[config.mk]
export PLATFORM = sky130hd
export DESIGN_NAME = bstc_top
export DESIGN_NICKNAME = d
export VERILOG_FILES = /design/src/bstc_pkg.sv /design/src/bstc_top.sv
export VERILOG_INCLUDE_DIRS = /design/src
export SDC_FILE = /design/constraint.sdc
export NUM_CORES = 1
export LEC_CHECK = 0
export BUFFER_PORTS_ARGS = -buffer_cell sky130_fd_sc_hd__buf_4
export CAP_MARGIN = 0
export CORE_MARGIN = 5
export CORE_UTILIZATION = 40
export DETAILED_ROUTE_END_ITERATION = 8
export SLEW_MARGIN = 20
export SYNTH_ARGS = -nofsm -noshare
export SYNTH_HDL_FRONTEND = slang
export SYNTH_SLANG_ARGS = --single-unit
export TNS_END_PERCENT = 10
[constraint.sdc]
create_clock -name sys_clk -period 2.6 [get_ports sys_clk]
set_clock_uncertainty 0.1 [all_clocks]
set_input_delay 0.26 -clock sys_clk [delete_from_list [all_inputs] [get_ports sys_clk]]
set_output_delay 0.26 -clock sys_clk [all_outputs]
set_load 0.03 [all_outputs]
[src/bstc_map.svh]
// register offsets, field positions, reset values and step counts
`ifndef BSTC_MAP_SVH
`define BSTC_MAP_SVH
`define BSTC_OFF_CMD      6'h03
`define BSTC_OFF_CFG6     6'h18
`define BSTC_OFF_CFG3     6'h19
`define BSTC_OFF_CFG7     6'h19
`define BSTC_OFF_STATUS   6'h1c
`define BSTC_OFF_IMASK2   6'h1d
`define BSTC_OFF_ISTAT2   6'h1e
`define BSTC_OFF_FAILVEC  6'h20
`define BSTC_WIN_LIMIT    6'h1f
`define BSTC_CMD_SWRESET  0
`define BSTC_CMD_PL_START 7
`define BSTC_CMD_RAM_START 9
`define BSTC_CMD_CLR_STAT 10
`define BSTC_CMD_RESUME   11
`define BSTC_CFG3_GATE    15
`define BSTC_CFG7_HALTEN  4
`define BSTC_CFG6_WIN64   2
`define BSTC_IST2_DONE    1
`define BSTC_ST_PL_DONE   15
`define BSTC_ST_PL_BUSY   14
`define BSTC_ST_PL_PASS   13
`define BSTC_ST_PL_ABORT  12
`define BSTC_ST_PL_MARK   11
`define BSTC_ST_RAM_FAIL  2
`define BSTC_ST_RAM_DONE  1
`define BSTC_CFG_RST      16'h0000
`define BSTC_STATUS_CLR   16'h0000
`define BSTC_PL_VEC_CYC   3'h7
`define BSTC_MEM_WR_LAST  3'h2
`define BSTC_MEM_RD_LAST  3'h1
`define BSTC_PL_VECTORS   4000
`define BSTC_MEM_WORDS    4096
`endif

[src/bstc_pkg.sv]
// types shared by the self-test sequencer
package bstc_pkg;
  typedef enum logic [2:0] {
    BSTC_IDLE_MODE, BSTC_CONTROLLER, BSTC_TERMINAL,
    BSTC_WORD_MON, BSTC_MSG_MON, BSTC_TERM_MON
  } bstc_mode_t;
  typedef enum logic [1:0] {
    ST_IDLE, ST_PL_RUN, ST_MEM_WR, ST_MEM_RD
  } bstc_state_t;
  typedef struct packed {
    logic [5:0]  addr;
    logic [15:0] wdata;
    logic        wr;
    logic        rd;
  } bstc_reg_req_t;
  typedef struct packed {
    logic [15:0] addr;
    logic [15:0] wdata;
    logic        we;
    logic        re;
  } bstc_mem_req_t;
endpackage : bstc_pkg

[src/bstc_top.sv]
// self-test sequencer: protocol vectors, ram walk, status and halt control
//
// Summary of operation
// - protocol test: eight clocks per vector
// - ram test: ten clocks per word
// - ram write three clocks, read two
// - master clear rising edge starts protocol test
// - software reset starts no test
// - host write during test not carried out
// - address parity error ignored by tests
// - status reads 4800h while protocol running
// - status A800h on protocol pass
// - status 8800h on protocol fail
// - command bit 10 clears status
// - halt allow plus mode command in terminal mode: go offline
// - test from halted state returns online
// - command bit 11 resumes online, no test
// - command bit 9 starts ram test
// - command bit 7 starts protocol test
// - start ignored in terminal, message or terminal monitor mode, and online controller or word monitor, unless terminal or monitor halted
// - feature gate bit 15 required for commanded tests
// - upper window needs config six bit 2
// - write aborts test, sets abort bit in protocol test
// - abort clears configuration like software reset
// - test done sets interrupt status bit 1
//
// The strobed register port was decided locally.
`timescale 1ns/1ps
`include "bstc_map.svh"

module bstc_top #(
  parameter int PL_VECTORS = `BSTC_PL_VECTORS,
  parameter int MEM_WORDS  = `BSTC_MEM_WORDS
) (
  input  wire logic                   sys_clk,         // 40 mhz clock
  input  wire logic                   resetn,          // async reset
  input  wire logic                   master_clear_n,  // reset pin
  input  wire bstc_pkg::bstc_reg_req_t reg_req,        // register access
  output logic [15:0]                 reg_rdata_q,     // read data
  input  wire bstc_pkg::bstc_mode_t   dev_mode,        // operating mode
  input  wire logic                   dev_online,      // bus activity
  input  wire logic                   monitor_halted_state, // mon halt
  input  wire logic                   init_test_cmd,   // mode command
  input  wire logic                   pl_mismatch,     // vector failed
  output logic [15:0]                 pl_vec_q,        // vector index
  output logic [2:0]                  pl_phase_q,      // vector clock
  output bstc_pkg::bstc_mem_req_t     mem_req_q,       // ram access
  input  wire logic [15:0]            mem_rdata,       // ram data
  output logic                        test_busy_q,     // test running
  output logic                        terminal_halted_state, // offline
  output logic                        irq_q            // done request
);

  bstc_pkg::bstc_state_t state_q;
  logic [2:0]  cyc_q;
  logic        pass_q;
  logic        both_q;
  logic        fail_q;
  logic        from_halt_q;
  logic        mclr_s1_q, mclr_s2_q, mclr_s3_q;
  logic [15:0] cfg6_q, cfg37_q, status_q, imask2_q, istat2_q;
  logic [15:0] failvec_q;
  logic        halted_q;

  logic        rd_hit, wr_hit, cmd_wr, abort, por_start;
  logic        pl_go, ram_go, pl_end, ram_end, pl_bad;
  logic [15:0] wd;
  logic [15:0] expect_data;
  logic        start_taken;

  // the mode list comes from the mode field of the rest of the device
  // a halted terminal or monitor may always start; online controller or word monitor may not
  function automatic logic start_ok(
    input bstc_pkg::bstc_mode_t mode,
    input logic online,
    input logic thalt,
    input logic mhalt
  );
    logic ok;
    ok = 1'b0;
    case (mode)
      bstc_pkg::BSTC_IDLE_MODE:  ok = 1'b1;
      bstc_pkg::BSTC_CONTROLLER: ok = !online;
      bstc_pkg::BSTC_WORD_MON:   ok = !online;
      default:                   ok = 1'b0;
    endcase
    return ok || thalt || mhalt;
  endfunction : start_ok

  function automatic logic [15:0] pattern(
    input logic [15:0] addr,
    input logic        inv
  );
    return inv ? ~addr : addr;
  endfunction : pattern

  assign wd     = reg_req.wdata;
  assign rd_hit = reg_req.rd;
  assign wr_hit = reg_req.wr;
  // any write while busy kills the test and is itself dropped
  // reads are free at any time; of host accesses only a write ends a test
  assign abort  = wr_hit && (state_q != bstc_pkg::ST_IDLE);
  assign cmd_wr = wr_hit && !abort
                  && (reg_req.addr == `BSTC_OFF_CMD);

  // parity on the terminal address pins is not an input here at all
  assign por_start = mclr_s2_q && !mclr_s3_q;

  // power-on run is not gated: the gate is cleared by the reset itself
  assign pl_go  = por_start
                  || (cmd_wr && wd[`BSTC_CMD_PL_START]
                      && cfg37_q[`BSTC_CFG3_GATE]
                      && start_ok(dev_mode, dev_online,
                                  halted_q, monitor_halted_state));
  assign ram_go = cmd_wr && wd[`BSTC_CMD_RAM_START]
                  && cfg37_q[`BSTC_CFG3_GATE]
                  && start_ok(dev_mode, dev_online,
                              halted_q, monitor_halted_state);

  assign pl_end = (state_q == bstc_pkg::ST_PL_RUN)
                  && (cyc_q == `BSTC_PL_VEC_CYC)
                  && (pl_vec_q == 16'(PL_VECTORS - 1));
  assign pl_bad = fail_q || both_q
                  || ((cyc_q == `BSTC_PL_VEC_CYC) && pl_mismatch);
  assign ram_end = (state_q == bstc_pkg::ST_MEM_RD)
                   && (cyc_q == `BSTC_MEM_RD_LAST) && pass_q
                   && (mem_req_q.addr == 16'(MEM_WORDS - 1));

  assign expect_data = pattern(mem_req_q.addr, pass_q);

  // a start is taken only from idle; a new pin edge mid-test is dropped
  assign start_taken = (state_q == bstc_pkg::ST_IDLE) && (pl_go || ram_go);

  // master clear pin: second and third stages feed the edge detector
  // limitation: a low pulse shorter than one clock may go unseen
  always_ff @(posedge sys_clk or negedge resetn) begin
    if (!resetn) begin
      mclr_s1_q <= 1'b0;
      mclr_s2_q <= 1'b0;
      mclr_s3_q <= 1'b0;
    end else begin
      mclr_s1_q <= master_clear_n;
      mclr_s2_q <= mclr_s1_q;
      mclr_s3_q <= mclr_s2_q;
    end
  end

  // sequencer
  // one test at a time: starts are looked at only in idle
  always_ff @(posedge sys_clk or negedge resetn) begin
    if (!resetn) begin
      state_q <= bstc_pkg::ST_IDLE;
      cyc_q   <= 3'h0;
      pass_q  <= 1'b0;
    end else begin
      case (state_q)
        bstc_pkg::ST_IDLE: begin
          cyc_q  <= 3'h0;
          pass_q <= 1'b0;
          if (pl_go)
            state_q <= bstc_pkg::ST_PL_RUN;
          else if (ram_go)
            state_q <= bstc_pkg::ST_MEM_WR;
        end
        bstc_pkg::ST_PL_RUN: begin
          cyc_q <= cyc_q + 3'h1;
          if (abort || pl_end)
            state_q <= bstc_pkg::ST_IDLE;
        end
        bstc_pkg::ST_MEM_WR: begin
          if (abort) begin
            state_q <= bstc_pkg::ST_IDLE;
          end else if (cyc_q == `BSTC_MEM_WR_LAST) begin
            cyc_q   <= 3'h0;
            state_q <= bstc_pkg::ST_MEM_RD;
          end else begin
            cyc_q <= cyc_q + 3'h1;
          end
        end
        bstc_pkg::ST_MEM_RD: begin
          if (abort || ram_end) begin
            state_q <= bstc_pkg::ST_IDLE;
          end else if (cyc_q == `BSTC_MEM_RD_LAST) begin
            cyc_q   <= 3'h0;
            pass_q  <= !pass_q;
            state_q <= bstc_pkg::ST_MEM_WR;
          end else begin
            cyc_q <= cyc_q + 3'h1;
          end
        end
        default: state_q <= bstc_pkg::ST_IDLE;
      endcase
    end
  end

  // vector index and failure record
  always_ff @(posedge sys_clk or negedge resetn) begin
    if (!resetn) begin
      pl_vec_q   <= 16'h0000;
      pl_phase_q <= 3'h0;
      fail_q     <= 1'b0;
      both_q     <= 1'b0;
      failvec_q  <= 16'h0000;
    end else begin
      pl_phase_q <= (state_q == bstc_pkg::ST_PL_RUN) ? cyc_q : 3'h0;
      if (state_q == bstc_pkg::ST_IDLE) begin
        pl_vec_q <= 16'h0000;
        if (pl_go || ram_go) begin
          fail_q <= 1'b0;
          // both starts at once: only the protocol test runs, both reported failed
          both_q <= pl_go && ram_go;
        end
      end else if (state_q == bstc_pkg::ST_PL_RUN
                   && cyc_q == `BSTC_PL_VEC_CYC) begin
        pl_vec_q <= pl_vec_q + 16'h0001;
        if (pl_mismatch && !fail_q) begin
          fail_q    <= 1'b1;
          failvec_q <= pl_vec_q;
        end
      end else if (state_q == bstc_pkg::ST_MEM_RD
                   && cyc_q == `BSTC_MEM_RD_LAST
                   && mem_rdata != expect_data) begin
        fail_q <= 1'b1;
      end
    end
  end

  // ram side: address and data set up, strobe mid-step, then released
  // limitation: the ram must answer the clock after the read strobe
  always_ff @(posedge sys_clk or negedge resetn) begin
    if (!resetn) begin
      mem_req_q <= '0;
    end else begin
      mem_req_q.we <= 1'b0;
      mem_req_q.re <= 1'b0;
      if (state_q == bstc_pkg::ST_IDLE) begin
        mem_req_q.addr  <= 16'h0000;
        mem_req_q.wdata <= pattern(16'h0000, 1'b0);
      end else if (state_q == bstc_pkg::ST_MEM_WR && !abort) begin
        mem_req_q.wdata <= expect_data;
        mem_req_q.we    <= (cyc_q == 3'h0);
        mem_req_q.re    <= (cyc_q == `BSTC_MEM_WR_LAST);
      end else if (state_q == bstc_pkg::ST_MEM_RD && !abort) begin
        if (cyc_q == `BSTC_MEM_RD_LAST && pass_q && !ram_end)
          mem_req_q.addr <= mem_req_q.addr + 16'h0001;
      end
    end
  end

  always_ff @(posedge sys_clk or negedge resetn) begin
    if (!resetn)
      test_busy_q <= 1'b0;
    else
      test_busy_q <= (state_q == bstc_pkg::ST_IDLE) ? (pl_go || ram_go)
                     : !(abort || pl_end || ram_end);
  end

  // self-test status word
  // a ram abort leaves no mark here; only the protocol test has one
  always_ff @(posedge sys_clk or negedge resetn) begin
    if (!resetn) begin
      status_q <= `BSTC_STATUS_CLR;
    end else if (state_q == bstc_pkg::ST_IDLE && pl_go) begin
      status_q <= `BSTC_STATUS_CLR;
      status_q[`BSTC_ST_PL_BUSY] <= 1'b1;
      status_q[`BSTC_ST_PL_MARK] <= 1'b1;
    end else if (state_q == bstc_pkg::ST_PL_RUN && abort) begin
      status_q[`BSTC_ST_PL_BUSY]  <= 1'b0;
      status_q[`BSTC_ST_PL_ABORT] <= 1'b1;
    end else if (pl_end) begin
      status_q[`BSTC_ST_PL_BUSY] <= 1'b0;
      status_q[`BSTC_ST_PL_DONE] <= 1'b1;
      status_q[`BSTC_ST_PL_PASS] <= !pl_bad;
      status_q[`BSTC_ST_RAM_FAIL] <= both_q;
    end else if (ram_end) begin
      status_q[`BSTC_ST_RAM_DONE] <= 1'b1;
      status_q[`BSTC_ST_RAM_FAIL] <= fail_q || both_q
                                     || (mem_rdata != expect_data);
    end else if (cmd_wr && wd[`BSTC_CMD_CLR_STAT]) begin
      status_q <= `BSTC_STATUS_CLR;
    end
  end

  // configuration registers; abort acts as a software reset
  // 19h is one register: feature gate in bit 15, halt allow in bit 4
  always_ff @(posedge sys_clk or negedge resetn) begin
    if (!resetn) begin
      cfg6_q   <= `BSTC_CFG_RST;
      cfg37_q  <= `BSTC_CFG_RST;
      imask2_q <= `BSTC_CFG_RST;
    end else if (abort
                 || (cmd_wr && wd[`BSTC_CMD_SWRESET])) begin
      cfg6_q   <= `BSTC_CFG_RST;
      cfg37_q  <= `BSTC_CFG_RST;
      imask2_q <= `BSTC_CFG_RST;
    end else if (wr_hit) begin
      case (reg_req.addr)
        `BSTC_OFF_CFG6:   cfg6_q   <= wd;
        `BSTC_OFF_CFG3:   cfg37_q  <= wd;
        `BSTC_OFF_IMASK2: imask2_q <= wd;
        default: ;
      endcase
    end
  end

  // completion event: a set in the clearing read cycle wins
  // irq trails the event flag by a clock so it leaves a flop
  always_ff @(posedge sys_clk or negedge resetn) begin
    if (!resetn) begin
      istat2_q <= `BSTC_STATUS_CLR;
      irq_q    <= 1'b0;
    end else begin
      if (pl_end || ram_end)
        istat2_q[`BSTC_IST2_DONE] <= 1'b1;
      else if (rd_hit && reg_req.addr == `BSTC_OFF_ISTAT2)
        istat2_q <= `BSTC_STATUS_CLR;
      irq_q <= |(istat2_q & imask2_q);
    end
  end

  // terminal halt: offline after the mode command until resumed or tested
  always_ff @(posedge sys_clk or negedge resetn) begin
    if (!resetn) begin
      halted_q    <= 1'b0;
      from_halt_q <= 1'b0;
    end else begin
      if (start_taken)
        from_halt_q <= halted_q;
      if (init_test_cmd && cfg37_q[`BSTC_CFG7_HALTEN]
          && dev_mode == bstc_pkg::BSTC_TERMINAL)
        halted_q <= 1'b1;
      else if (cmd_wr && wd[`BSTC_CMD_RESUME]
               && state_q == bstc_pkg::ST_IDLE)
        halted_q <= 1'b0;
      else if ((pl_end || ram_end || abort) && from_halt_q)
        halted_q <= 1'b0;
    end
  end

  // output copy of the halt flag; it trails the internal flag by a clock
  always_ff @(posedge sys_clk or negedge resetn) begin
    if (!resetn)
      terminal_halted_state <= 1'b0;
    else
      terminal_halted_state <= halted_q;
  end

  // read port: reads never disturb a running test
  // word 20h reads as zero until the wide window is opened
  always_ff @(posedge sys_clk or negedge resetn) begin
    if (!resetn) begin
      reg_rdata_q <= 16'h0000;
    end else if (rd_hit) begin
      case (reg_req.addr)
        `BSTC_OFF_CFG6:   reg_rdata_q <= cfg6_q;
        `BSTC_OFF_CFG3:   reg_rdata_q <= cfg37_q;
        `BSTC_OFF_STATUS: reg_rdata_q <= status_q;
        `BSTC_OFF_IMASK2: reg_rdata_q <= imask2_q;
        `BSTC_OFF_ISTAT2: reg_rdata_q <= istat2_q;
        `BSTC_OFF_FAILVEC:
          reg_rdata_q <= cfg6_q[`BSTC_CFG6_WIN64] ? failvec_q
                         : 16'h0000;
        default:          reg_rdata_q <= 16'h0000;
      endcase
    end else begin
      reg_rdata_q <= 16'h0000;
    end
  end

endmodule : bstc_top

# == Word-level counts from Yosys, hierarchy flattened ==
# Index checks and enable logic that the tools add are counted.
# Widths: inputs -> output; s select.
# totals
wordCells,232
reg_bits,166
output_inout_bits,72
input_bits,50
# classes
muxes,64
n_reduce_logical,95
n_addsub,3
n_eq_ne,36
n_bitwise,3
# op_table
op,n
$mux 16,19
$pmux 16 s6,1
$logic_and 1x1->1,34
$add 16x1->16 const B,2
$eq 16x12->1 const B,2
$mux 32,1
$eq 6x5->1 const B,5
$reduce_bool 2->1,12
$mux 2,11
$reduce_and 3->1,7
$mux 1,18
$mux 18,1
$mux 3,6
$and 2x16->16,1
$ne 16x16->1,1
$not 16->16,1
$reduce_or 16->1,1
$reduce_bool 3->1,5
$reduce_and 2->1,7
$logic_or 1x1->1,13
$mux 13,1
$mux 12,1
$pmux 3 s4,1
$mux 10,1
23 further kinds,49

# == Depth between registers and ports, before layout ==
# Gate-level depths: netlist (run 1).
# logic_depth
word_depth,12
depth_mapped,9
mapped_depth_nobuf,8

# == Worst setup path before layout (run 1) ==
# No wires, ideal clock.
# synth_path
kind,flip-flop to flip-flop
from,register mem_req_q[18] (netlist bit)
to,register cyc_q[1]
arrival_ns,2.003
path_buffers,0
t_required_ns,2.359
period_less_slack_ns,2.244
setup_ns,0.141
path_slack_ns,0.356
path_stages_with_launch,8
cell_sequence,dfrtp_1 -> ha_1 -> nand4_1 -> nor3_2 -> nand4_1 -> a21boi_0 -> o211ai_1 -> o21ai_0
# synth_via
elab_chain_len,5
# synth_rtl
item,line,source
"start, declared",bstc_top.sv:47,"output bstc_pkg::bstc_mem_req_t mem_req_q,"
$eq 16x12->1,bstc_top.sv:127,&& (mem_req_q.addr == 16'(MEM_WORDS - 1));
$logic_and 1x1->1,bstc_top.sv:125,assign ram_end = (state_q == bstc_pkg::ST_MEM_RD)
$logic_or 1x1->1,bstc_top.sv:181,if (abort || ram_end) begin
$ne 2x2->1 (no line),-,
$reduce_and 2->1 (no line),-,
"end signal, assigned",bstc_top.sv:166,cyc_q <= cyc_q + 3'h1;
"end signal, assigned",bstc_top.sv:177,cyc_q <= cyc_q + 3'h1;
"end signal, assigned",bstc_top.sv:188,cyc_q <= cyc_q + 3'h1;
"end, declared",bstc_top.sv:55,logic [2:0] cyc_q;
# Every way passes these cells.
# A chain may end at the register's enable or synchronous reset.

# == Final worst setup path (run 1) ==
# layout_path
from,register cyc_q[0]
to,register halted_q
# layout_via
elab_chain_len,8
elab_cells_between_ends,11
classes_between,eq/ne (2); reduce/logical (9)
# layout_rtl
item,line,source
$eq 3x1->1 (no line),-,
$logic_and 1x1->1 (3 in series),bstc_top.sv:125,
$logic_or 1x1->1 (*) (2 in series),bstc_top.sv:335,else if ((pl_end || ram_end || abort) && from_halt_q)
$logic_and 1x1->1 (*),bstc_top.sv:335,
$reduce_bool 3->1 (no line) (*),-,
"end signal, assigned",bstc_top.sv:331,halted_q <= 1'b1;
"end signal, assigned",bstc_top.sv:334,halted_q <= 1'b0;
"end signal, assigned",bstc_top.sv:336,halted_q <= 1'b0;
"end, declared",bstc_top.sv:63,logic halted_q;
# Mark *: on every way between the ends. The rest lies on a longest branch, timed or not.

==> out/qor.yml, run 1 <==
clock_network:
  cts_resized: 0
  clk_latency_ps: 430
  cts.htree.levels: 4
  numCtsBuffers: 17
  cts_tree: "built"
  cts_buffer_depth: 2
  clock-root-buffer: "clkbuf_16"
  clkSlewWorstSetupHoldPaths_ps: 70
  cts_sinks: 157
yosys:
  synth_top_cells_by_count: "dfrtp_1 (157), nand2_1 (119), o21ai_0 (86)"
  yosysUniqueCellTypes: 60
  synth.most_common_cell: "dfrtp_1"
  synth_cells: 746
  yosysWarnings: 0
  syn_area_um2: 7520
  async_flop_share: 1.00
  synth_ff_type: "dfrtp_1"
  synthTopCellsByArea: "dfrtp_1 (52%), nand2_1 (5.9%), o21ai_0 (5.7%), mux2_2 (5.1%), xnor2_1 (4.0%)"
  yosysTopAreaCellShare: 0.522
  synth_seq_cells: 157
  synthesis.nets: 803
  yosysTopAreaCell: "dfrtp_1"
  synth_edf_count: 0
  syn_avg_cell_area_um2: 10.1
  ys_seq_area_frac: 0.522
route:
  drc: 0
  drt_first_pass_iters: 7
  drt-total-wl_um: 20800
  wl_per_cell_um: 18.6
  vias_per_cell: 5.41
  vias: 6027
  drtIter0Drc: 564
  ant_nets: 0
placement:
  place.gp.congestion: 0.840
  port_buffers: 121
  dp_hpwl_um: 14600
  dp_cells: 1079
run_status:
  status: "finished clean"
setup_path:
  cp_max_fo: 5
  crit_arrival_ps: 2590
  worstSetupStartpointType: "flop"
  cp-end-kind: "flop"
  worstSetupPathType: "reg -> reg"
  crit_required_ps: 2810
pwr:
  power.leakage_nw: 4.23
  peakVddDrop_uv: 429
  p_per_area_nw_per_um2: 593
timing:
  timing.final.hold_violations: 0
  final.setup.tns_ps: 0
  slew_headroom: 0.422
  setup_violations: 0
  tightest_slew_ps: 866
  fin_crit_sh: 0.913
  holdWs_ps: 23.3
  drv_slew: 0
  fin_crit_ps: 2380
  fmax_mhz: 421
  rsz0062_at_grt: "no"
cells_and_area:
  drive_gt1_frac: 0.264
  diodes: 0
  syn2layout_area_growth_pct: 24.8
  fill_cells: 1725
  final_net_count: 924
  final_cells: 1114
job:
  cap_violations: 0
grt:
  grt_pass1_wl_um: 34200
  grt_use_total: 0.199
  first_global_vias: 6144
  antenna_found_initial: 0
  grt_max_degree: 65
  gr-total-overflow: 0
floorplanning:
  die_w_um: 147
  initial_core_util: 0.405
  coreArea_um2: 18600
  die-area_um2: 21600
  dieHeight_um: 147
  rows: 50
  num_io_pins: 122
min_path:
  hold_path_class: "in -> reg"
-- layer usage --
layer,vias to the layer above,track usage,routed length (µm)
met4,0,0.0573,340
met2,159,0.311,9760
met3,24,0.0327,943
met5,-,0,0
li1,2885,-,-
met1,2959,0.286,9720
-- flip-flops by register name (all words and copies together), names as in the netlist, 2 cells and up --
register     flops
mem_req_q       34
pl_phase_q       3
cyc_q            3
pl_vec_q        16
imask2_q        16
state_q          2
status_q         7
reg_rdata_q     16
cfg37_q         16
cfg6_q          16
failvec_q       16
-- final cells by class --
cell class                      instances  area (µm²)  area share
Clock buffer                           18         439      0.0468
Clock inverter                         14         174      0.0185
Inverter                                7        26.3     0.00280
Multi-Input combinational cell        535        3360       0.358
Sequential cell                       157        3930       0.419
Tap cell                              234         293      0.0312
Timing Repair Buffer                  149        1170       0.124
-- cells in the final DEF (no fill, tap or decap), drive strengths merged, types with 3 or more instances in the layout --
| cell | n |
|---|---|
| dfrtp | 157 |
| buf | 146 |
| nand2 | 123 |
| o21ai | 91 |
| nand3 | 50 |
| nor2 | 38 |
| xnor2 | 34 |
| mux2 | 34 |
| clkbuf | 18 |
| a222oi | 15 |
| inv | 15 |
| xor2 | 12 |
| nand4 | 11 |
| and2 | 11 |
| nor3 | 11 |
| a21boi | 9 |
| nor4 | 7 |
| ha | 7 |
| and3 | 7 |
| a21oi | 6 |
| nand3b | 6 |
| nor2b | 6 |
| mux2i | 5 |
| o211ai | 4 |
| nand4b | 4 |
| nand2b | 4 |
| o22ai | 4 |
| and4 | 4 |
| o31ai | 3 |
| a2bb2oi | 3 |
| a31oi | 3 |
| clkinv | 3 |
| dlygate4sd3 | 3 |
-- path summary, 6_finish.rpt --
| check | end | from | cells past startpoint | slack, ps |
|---|---|---|---|---|
| max | halted_q | cyc_q[0] | 8 | 220 |
| min | halted_q | dev_mode[0] | 3 | 20 |
| max reg2reg | halted_q | cyc_q[0] | 8 | 220 |
| min reg2reg | mclr_s2_q | mclr_s1_q | 0 | 250 |
| max in group asynchronous | cfg6_q[11] | resetn | 3 | 1420 |
| min in group asynchronous | mem_req_q[13] | resetn | 2 | 300 |
-- metrics by stage --
stage	power (mW)	setup slack, ps	instance area, µm²	util
after floorplan	2.80	356	7520	-
after global placement	3.01	271	8740	0.470
after detailed placement	3.02	308	8740	0.470
after CTS	5.62	285	9380	0.505
after global routing	5.76	16.5	9380	0.505
final	5.56	225	9380	0.505
-- power by group --
| group | leakage [nW] | total (mW) | switching (mW) | internal (mW) |
|---|---|---|---|---|
| clock network | 0.300 | 2.59 | 1.11 | 1.48 |
| registers | 2.16 | 2.53 | 0.0346 | 2.50 |
| logic | 1.77 | 0.439 | 0.279 | 0.160 |
| total | 4.23 | 5.56 | 1.42 | 4.14 |
-- cells by family (layout without fill, tap and decap cells) --
group | after synthesis | after routing | share of synthesized area
and+or+nand+nor | 294 | 294 | 0.194
buffers and inverters | 54 | 188 | 0.0316
xor gates and xnor gates | 46 | 46 | 0.0536
AOI/OAI and AO/OA | 149 | 149 | 0.129
DFF | 157 | 157 | 0.522
adders and majority gates | 7 | 7 | 0.0116
muxes | 39 | 39 | 0.0576
-- worst max-delay path, cell delays in order (launching register included) --
cell and delay [ps]:
dfrtp_1 410, ha_1 170, ha_1 240, nand3b_1 260, nor2b_1 440, nand2_1 120
and2_1 240, a21boi_1 180, o22ai_1 100
-- timing repair --
item	4_1_cts	5_1_grt
endpoints found under the hold margin	62	0
buffers inserted	0	0
hold buffers	3	0
(Power assumes the default switching activity.)
==> run 2: changes to the inputs <==
--- a/config.mk
+++ b/config.mk
@@ -10,7 +10,10 @@
 export CAP_MARGIN = 0
 export CORE_MARGIN = 5
 export CORE_UTILIZATION = 40
+export CTS_BUF_LIST = sky130_fd_sc_hd__clkbuf_2 sky130_fd_sc_hd__clkbuf_4 sky130_fd_sc_hd__clkbuf_8
 export DETAILED_ROUTE_END_ITERATION = 8
+export GPL_TIMING_DRIVEN = 0
+export HOLD_SLACK_MARGIN = 0.02
 export SLEW_MARGIN = 20
 export SYNTH_ARGS = -nofsm -noshare
 export SYNTH_HDL_FRONTEND = slang
==> out/qor.yml, run 2 (synthesis results as in run 1) <==
grt:
  met2_usage: 0.313  # +0.00184
  met3_usage: 0.0382  # +0.00555
  first_global_vias: 6116  # -0.46%
  grt_pass1_wl_um: 34700  # +1.4%
  antenna_found_initial: 0  # unchanged
  grt_use_total: 0.204  # +0.00534
  gr-total-overflow: 0  # unchanged
  met1_usage: 0.294  # +0.00786
  grt_max_degree: 84  # +29%
  top_usage_layer: "met2"
cells_and_area:
  final_net_count: 964  # +4.3%
  final_util: 0.508  # +0.00283
  finish.instance_area_um2: 9440  # +0.56%
  largest_register_ffs: 34  # unchanged
  drive_gt1_frac: 0.248  # -0.0155
  diodes: 0  # unchanged
  syn2layout_area_growth_pct: 25.4
  fill_cells: 1770  # +2.6%
  final_common_cell: "dfrtp_1"
  layout_common_cells: "dfrtp_1 (157), buf_4 (120), nand2_1 (119)"
  regMostFlops: "mem_req_q"
floorplanning:
  die-area_um2: 21600  # unchanged
  num_io_pins: 122  # unchanged
  dieHeight_um: 147  # unchanged
  rows: 50  # unchanged
  coreArea_um2: 18600  # unchanged
  die_w_um: 147  # unchanged
  initial_core_util: 0.405  # unchanged
clock_network:
  cts_sinks: 157  # unchanged
  cts.htree.levels: 4  # unchanged
  clock-root-buffer: "clkbuf_8"
  clk_latency_ps: 470  # +40 ps
  clkSlewWorstSetupHoldPaths_ps: 80  # about the same
  cts_tree: "built"
  cts_buffer_depth: 2  # unchanged
  numCtsBuffers: 17  # unchanged
placement:
  port_buffers: 119  # -1.7%
  place_area_um2: 8740  # about the same
  dp_hpwl_um: 15300  # +4.8%
  place.gp.congestion: 0.846  # +0.75%
  place_ws_ps: 8.45  # -299 ps
route:
  drc: 0  # unchanged
  drt-total-wl_um: 21600  # +4.1%
  drtIter0Drc: 458  # -19%
  vias_per_cell: 5.36  # -0.90%
  drt_first_pass_iters: 5  # -2
  ant_nets: 0  # unchanged
  wl_per_cell_um: 18.7  # +0.59%
  vias: 6182  # +2.6%
setup_path:
  cp_max_fo: 10  # +5
  worstSetupStartpointType: "flop"
  cp-end-kind: "flop"
  path_buf_inv: 3  # +3
  crit_slowest_cell: "dfrtp_1"
  reg2regPathDepth: 9  # +1
  path_cells: "buf_6 -> or2_1 -> buf_2 -> nor3_4 -> a21o_2 -> nand2_2 -> nand2_2 -> buf_2 -> o21ai_0"
  r2r-end: "cfg6_q[11]"
  r2r_start: "state_q[1]"
  cpLargestDelayFamily: "simple AND/OR/NAND/NOR gates"
  crit_required_ps: 2820  # about the same
  worstSetupPathType: "reg -> reg"
  crit_arrival_ps: 2680  # +90 ps
  r2r_slack_ps: 140  # -90 ps
  slowest_delay_ps: 380  # -60 ps
min_path:
  holdPathEnd: "imask2_q[10]"
  hold_path_class: "in -> reg"
  hold_depth: 3  # unchanged
  hp-start: "reg_req[12]"
timing:
  setup_violations: 0  # unchanged
  drv_slew: 0  # unchanged
  fin_crit_ps: 2460  # +86.9 ps
  tightest_slew_ps: 777  # -89.9 ps
  timing.final.hold_violations: 0  # unchanged
  fin_crit_sh: 0.947  # +0.0334
  fmax_mhz: 406  # -3.5%
  final.setup.worst_slack_ps: 138  # -86.9 ps
  rsz0062_at_grt: "no"
  slew_headroom: 0.480  # +0.0581
pwr:
  p_per_area_nw_per_um2: 544  # -8.3%
  peakVddDrop_uv: 319  # -26%
  power.leakage_nw: 4.24  # +0.13%
job:
  cap_violations: 0  # unchanged
run_status:
  status: "finished clean"
-- run 2: changes by cell type in the layout (fill, tap and decap cells not counted), moves of 4 or more --
cell,delta
clkbuf_1,+24
buf_4,-22
buf_2,+19
dlygate4sd3_1,+18
clkbuf_16,-17
clkbuf_8,+17
inv_8,-4
-- run 2: through the flow --
| stage | cells | power [mW] | hold WS (ps) | TNS (ps) |
|---|---|---|---|---|
| 3_3_place_gp | 1099 | 3.01 | 236 | -21.9 |
| 6_report | 1153 | 5.13 | 44.1 | 0 |
| 2_1_floorplan | 746 | 2.80 | -136 | 0 |
| 5_1_grt | 1153 | 5.34 | 39.6 | 0 |
| 3_5_place_dp | 1100 | 3.02 | 185 | 0 |
| 4_1_cts | 1152 | 5.18 | 23.9 | 0 |
-- run 2: repair_timing --
| action | CTS | global route |
|---|---|---|
| setup endpoints to repair | 1 | 17 |
| pin swaps | 0 | 2 |
| endpoints found under the hold margin | 115 | 0 |
| hold buffers | 21 | 0 |
| resized for setup | 1 | 2 |
| buffers inserted | 0 | 1 |
-- run 2: final cells by class --
cell class | count | area [µm²] | area share
plain buffers | 47 | 211 | 0.0224
clock buffers | 21 | 270 | 0.0286
clock inverters | 10 | 188 | 0.0199
inverters | 7 | 26.3 | 0.00278
multi-input cells | 535 | 3370 | 0.357
flip-flops and latches | 157 | 3930 | 0.416
well taps | 234 | 293 | 0.0310
repair buffers | 142 | 1150 | 0.121
-- run 2: per-layer routing --
layer,routed length [µm],share of wire
met1,10300,0.48
met2,10100,0.47
met3,877,0.041
met4,369,0.017
met5,0,0
-- run 2: how the worst max path moves through the flow --
stage	to	depth (start not counted)	slack, ps	start
6_report	cfg6_q[11]	9	140	state_q[1]
5_1_grt	cyc_q[1]	8	20	mem_req_q[19]
4_1_cts	failvec_q[15]	7	30	cyc_q[0]
3_5_place_dp	cyc_q[1]	7	8	mem_req_q[18]
3_3_place_gp	cyc_q[1]	7	-20	mem_req_q[18]
2_1_floorplan	cyc_q[1]	7	360	mem_req_q[18]
-- run 2: tightest hold or removal path: cells and delay by family --
family	cells	cell delay, ps
AO/OA/AOI/OAI	1	80
buffers and inverters	1	130
AND/OR/NAND/NOR	1	90
-- run 2: power breakdown --
part | switching (mW) | total (mW) | leakage [nW] | internal [mW]
combinational | 0.288 | 0.463 | 1.85 | 0.175
sequential | 0.0366 | 2.53 | 2.16 | 2.49
clock | 0.940 | 2.14 | 0.227 | 1.20
==> run 3: changes to the inputs <==
==> constraint.sdc (replaced) <==
create_clock -name sys_clk -period 2.6 [get_ports sys_clk]
set_clock_uncertainty 0.1 [all_clocks]
set_input_delay 0.13 -clock sys_clk [delete_from_list [all_inputs] [get_ports sys_clk]]
set_output_delay 0.13 -clock sys_clk [all_outputs]
set_load 0.03 [all_outputs]
==> out/qor.yml, run 3 (synthesis results as in run 1) <==
route:
  drt-total-wl_um: 21600  # -0.18%
  vias_per_cell: 5.38  # +0.34%
  drc: 0  # unchanged
  drt_first_pass_iters: 6  # +1
  vias: 6219  # +0.60%
  wl_per_cell_um: 18.7  # -0.43%
  ant_nets: 0  # unchanged
  drtIter0Drc: 476  # +3.9%
min_path:
  hold_path_class: "in -> reg"
clock_network:
  cts_buffer_depth: 2  # unchanged
  cts_sinks: 157  # unchanged
  clkSlewWorstSetupHoldPaths_ps: 80  # about the same
  cts.htree.levels: 4  # unchanged
  clk_latency_ps: 470  # about the same
  clock-root-buffer: "clkbuf_8"
  cts_tree: "built"
  numCtsBuffers: 17  # unchanged
run_status:
  status: "finished clean"
pwr:
  power_frac_clock: 0.417  # about the same
  p_sw_mw: 1.27  # +0.31%
  switching_share: 0.247  # +0.000438
  power.leakage_nw: 4.25  # +0.30%
  p_seq_frac: 0.493  # about the same
  peakVddDrop_uv: 323  # +1.4%
  p_per_area_nw_per_um2: 543  # -0.19%
  intPower_mw: 3.87  # about the same
  comb_power_share: 0.091  # about the same
  totalPowerFinal_mw: 5.14  # +0.13%
setup_path:
  crit_arrival_ps: 2670  # about the same
  cp-end-kind: "flop"
  path_cells: "buf_6 -> or2_1 -> buf_2 -> nor3_4 -> a21o_2 -> nand2_2 -> nand2_2 -> buf_2 -> o21ai_0"
  crit_required_ps: 2820  # about the same
  worstSetupPathType: "reg -> reg"
  worstSetupStartpointType: "flop"
  cp_max_fo: 10  # unchanged
  crit_slowest_cell: "dfrtp_1"
  slowest_delay_ps: 380  # about the same
timing:
  setup_violations: 0  # unchanged
  final.setup.tns_ps: 0  # unchanged
  rsz0062_at_grt: "no"
  timing.final.hold_violations: 0  # unchanged
  tightest_slew_ps: 770  # -6.03 ps
  fmax_mhz: 408  # +0.53%
  drv_slew: 0  # unchanged
  fin_crit_ps: 2450  # -13.0 ps
  fin_crit_sh: 0.942  # -0.00500
  slew_headroom: 0.484  # +0.00403
  final.setup.worst_slack_ps: 151  # +13.0 ps
cells_and_area:
  diodes: 0  # unchanged
  syn2layout_area_growth_pct: 25.8
  drive_gt1_frac: 0.247  # -0.000807
  regMostFlops: "mem_req_q"
  final_net_count: 967  # +0.31%
  final_common_cell: "dfrtp_1"
  largest_register_ffs: 34  # unchanged
  layout_common_cells: "dfrtp_1 (157), buf_4 (120), nand2_1 (119)"
  final_cells: 1156  # +0.26%
  fill_cells: 1771  # +0.056%
  final_util: 0.509  # +0.00162
grt:
  gr-total-overflow: 0  # unchanged
  grt_max_degree: 84  # unchanged
  grt_use_total: 0.204  # +0.000263
  grt_pass1_wl_um: 34700  # +0.16%
  antenna_found_initial: 0  # unchanged
  first_global_vias: 6139  # +0.38%
job:
  cap_violations: 0  # unchanged
floorplanning:
  initial_core_util: 0.405  # unchanged
  die-area_um2: 21600  # unchanged
  num_io_pins: 122  # unchanged
  dieHeight_um: 147  # unchanged
  coreArea_um2: 18600  # unchanged
  rows: 50  # unchanged
  die_w_um: 147  # unchanged
placement:
  place_ws_ps: 8.45  # unchanged
  port_buffers: 119  # unchanged
  dp_hpwl_um: 15300  # unchanged
  dp_cells: 1100  # unchanged
  place.gp.congestion: 0.846  # unchanged
run 3: per-stage QoR:
stage                     hold slack, ps  area, µm²
final                               46.5       9470
after global routing                56.9       9470
after CTS                           23.4       9450
after detailed placement            54.7       8740
after global placement               141       8710
after floorplan                     -266       7520
run 3: worst max-delay path: cells and delay by family, from the launching register on:
kind / cells / cell delay, ps
flip-flops: 1 / 380
AO/OA/AOI/OAI: 2 / 390
buffers and inverters: 3 / 620
AND/OR/NAND/NOR: 4 / 810
run 3: final timing paths:
kind	start	cells past startpoint	endpoint	slack, ps
min in group asynchronous	resetn	2	mem_req_q[17]	130
max	state_q[1]	9	cfg6_q[11]	150
min reg2reg	mclr_s1_q	0	mclr_s2_q	260
min	reg_req[19]	4	istat2_q[1]	50
max reg2reg	state_q[1]	9	cfg6_q[11]	150
max in group asynchronous	resetn	3	reg_rdata_q[11]	1450
run 3: layout make-up:
class	count	area, µm²	share of cell area
flip-flops and latches	157	3930	0.415
plain buffers	47	211	0.0223
multi-input cells	535	3370	0.356
clock buffers	21	270	0.0285
clock inverters	10	188	0.0198
inverters	7	26.3	0.00278
repair buffers	145	1180	0.124
well taps	234	293	0.0309
run 3: power by group through the flow:
stage                     Clock, mW  Sequential [mW]  Combinational, mW
after floorplan                   0             2.58              0.214
after global placement            0             2.58              0.434
after detailed placement          0             2.58              0.443
after CTS                      2.18             2.53              0.472
after global routing           2.28             2.54              0.522
final                          2.14             2.53              0.467
run 3: routing by layer:
metal	GRT usage	up-vias	wire length (µm)
met1	0.294	3060	10200
met5	0	-	0
li1	-	2972	-
met3	0.0382	27	948
met4	0.0662	0	350
met2	0.313	160	10100
run 3: repair_timing:
item,4_1_cts,5_1_grt
hold buffers,24,0
endpoints found under the hold margin,137,0
cloned,0,0
setup buffers,0,1
resized for setup,1,2
pin swaps,0,2
endpoints found under the setup margin,1,17
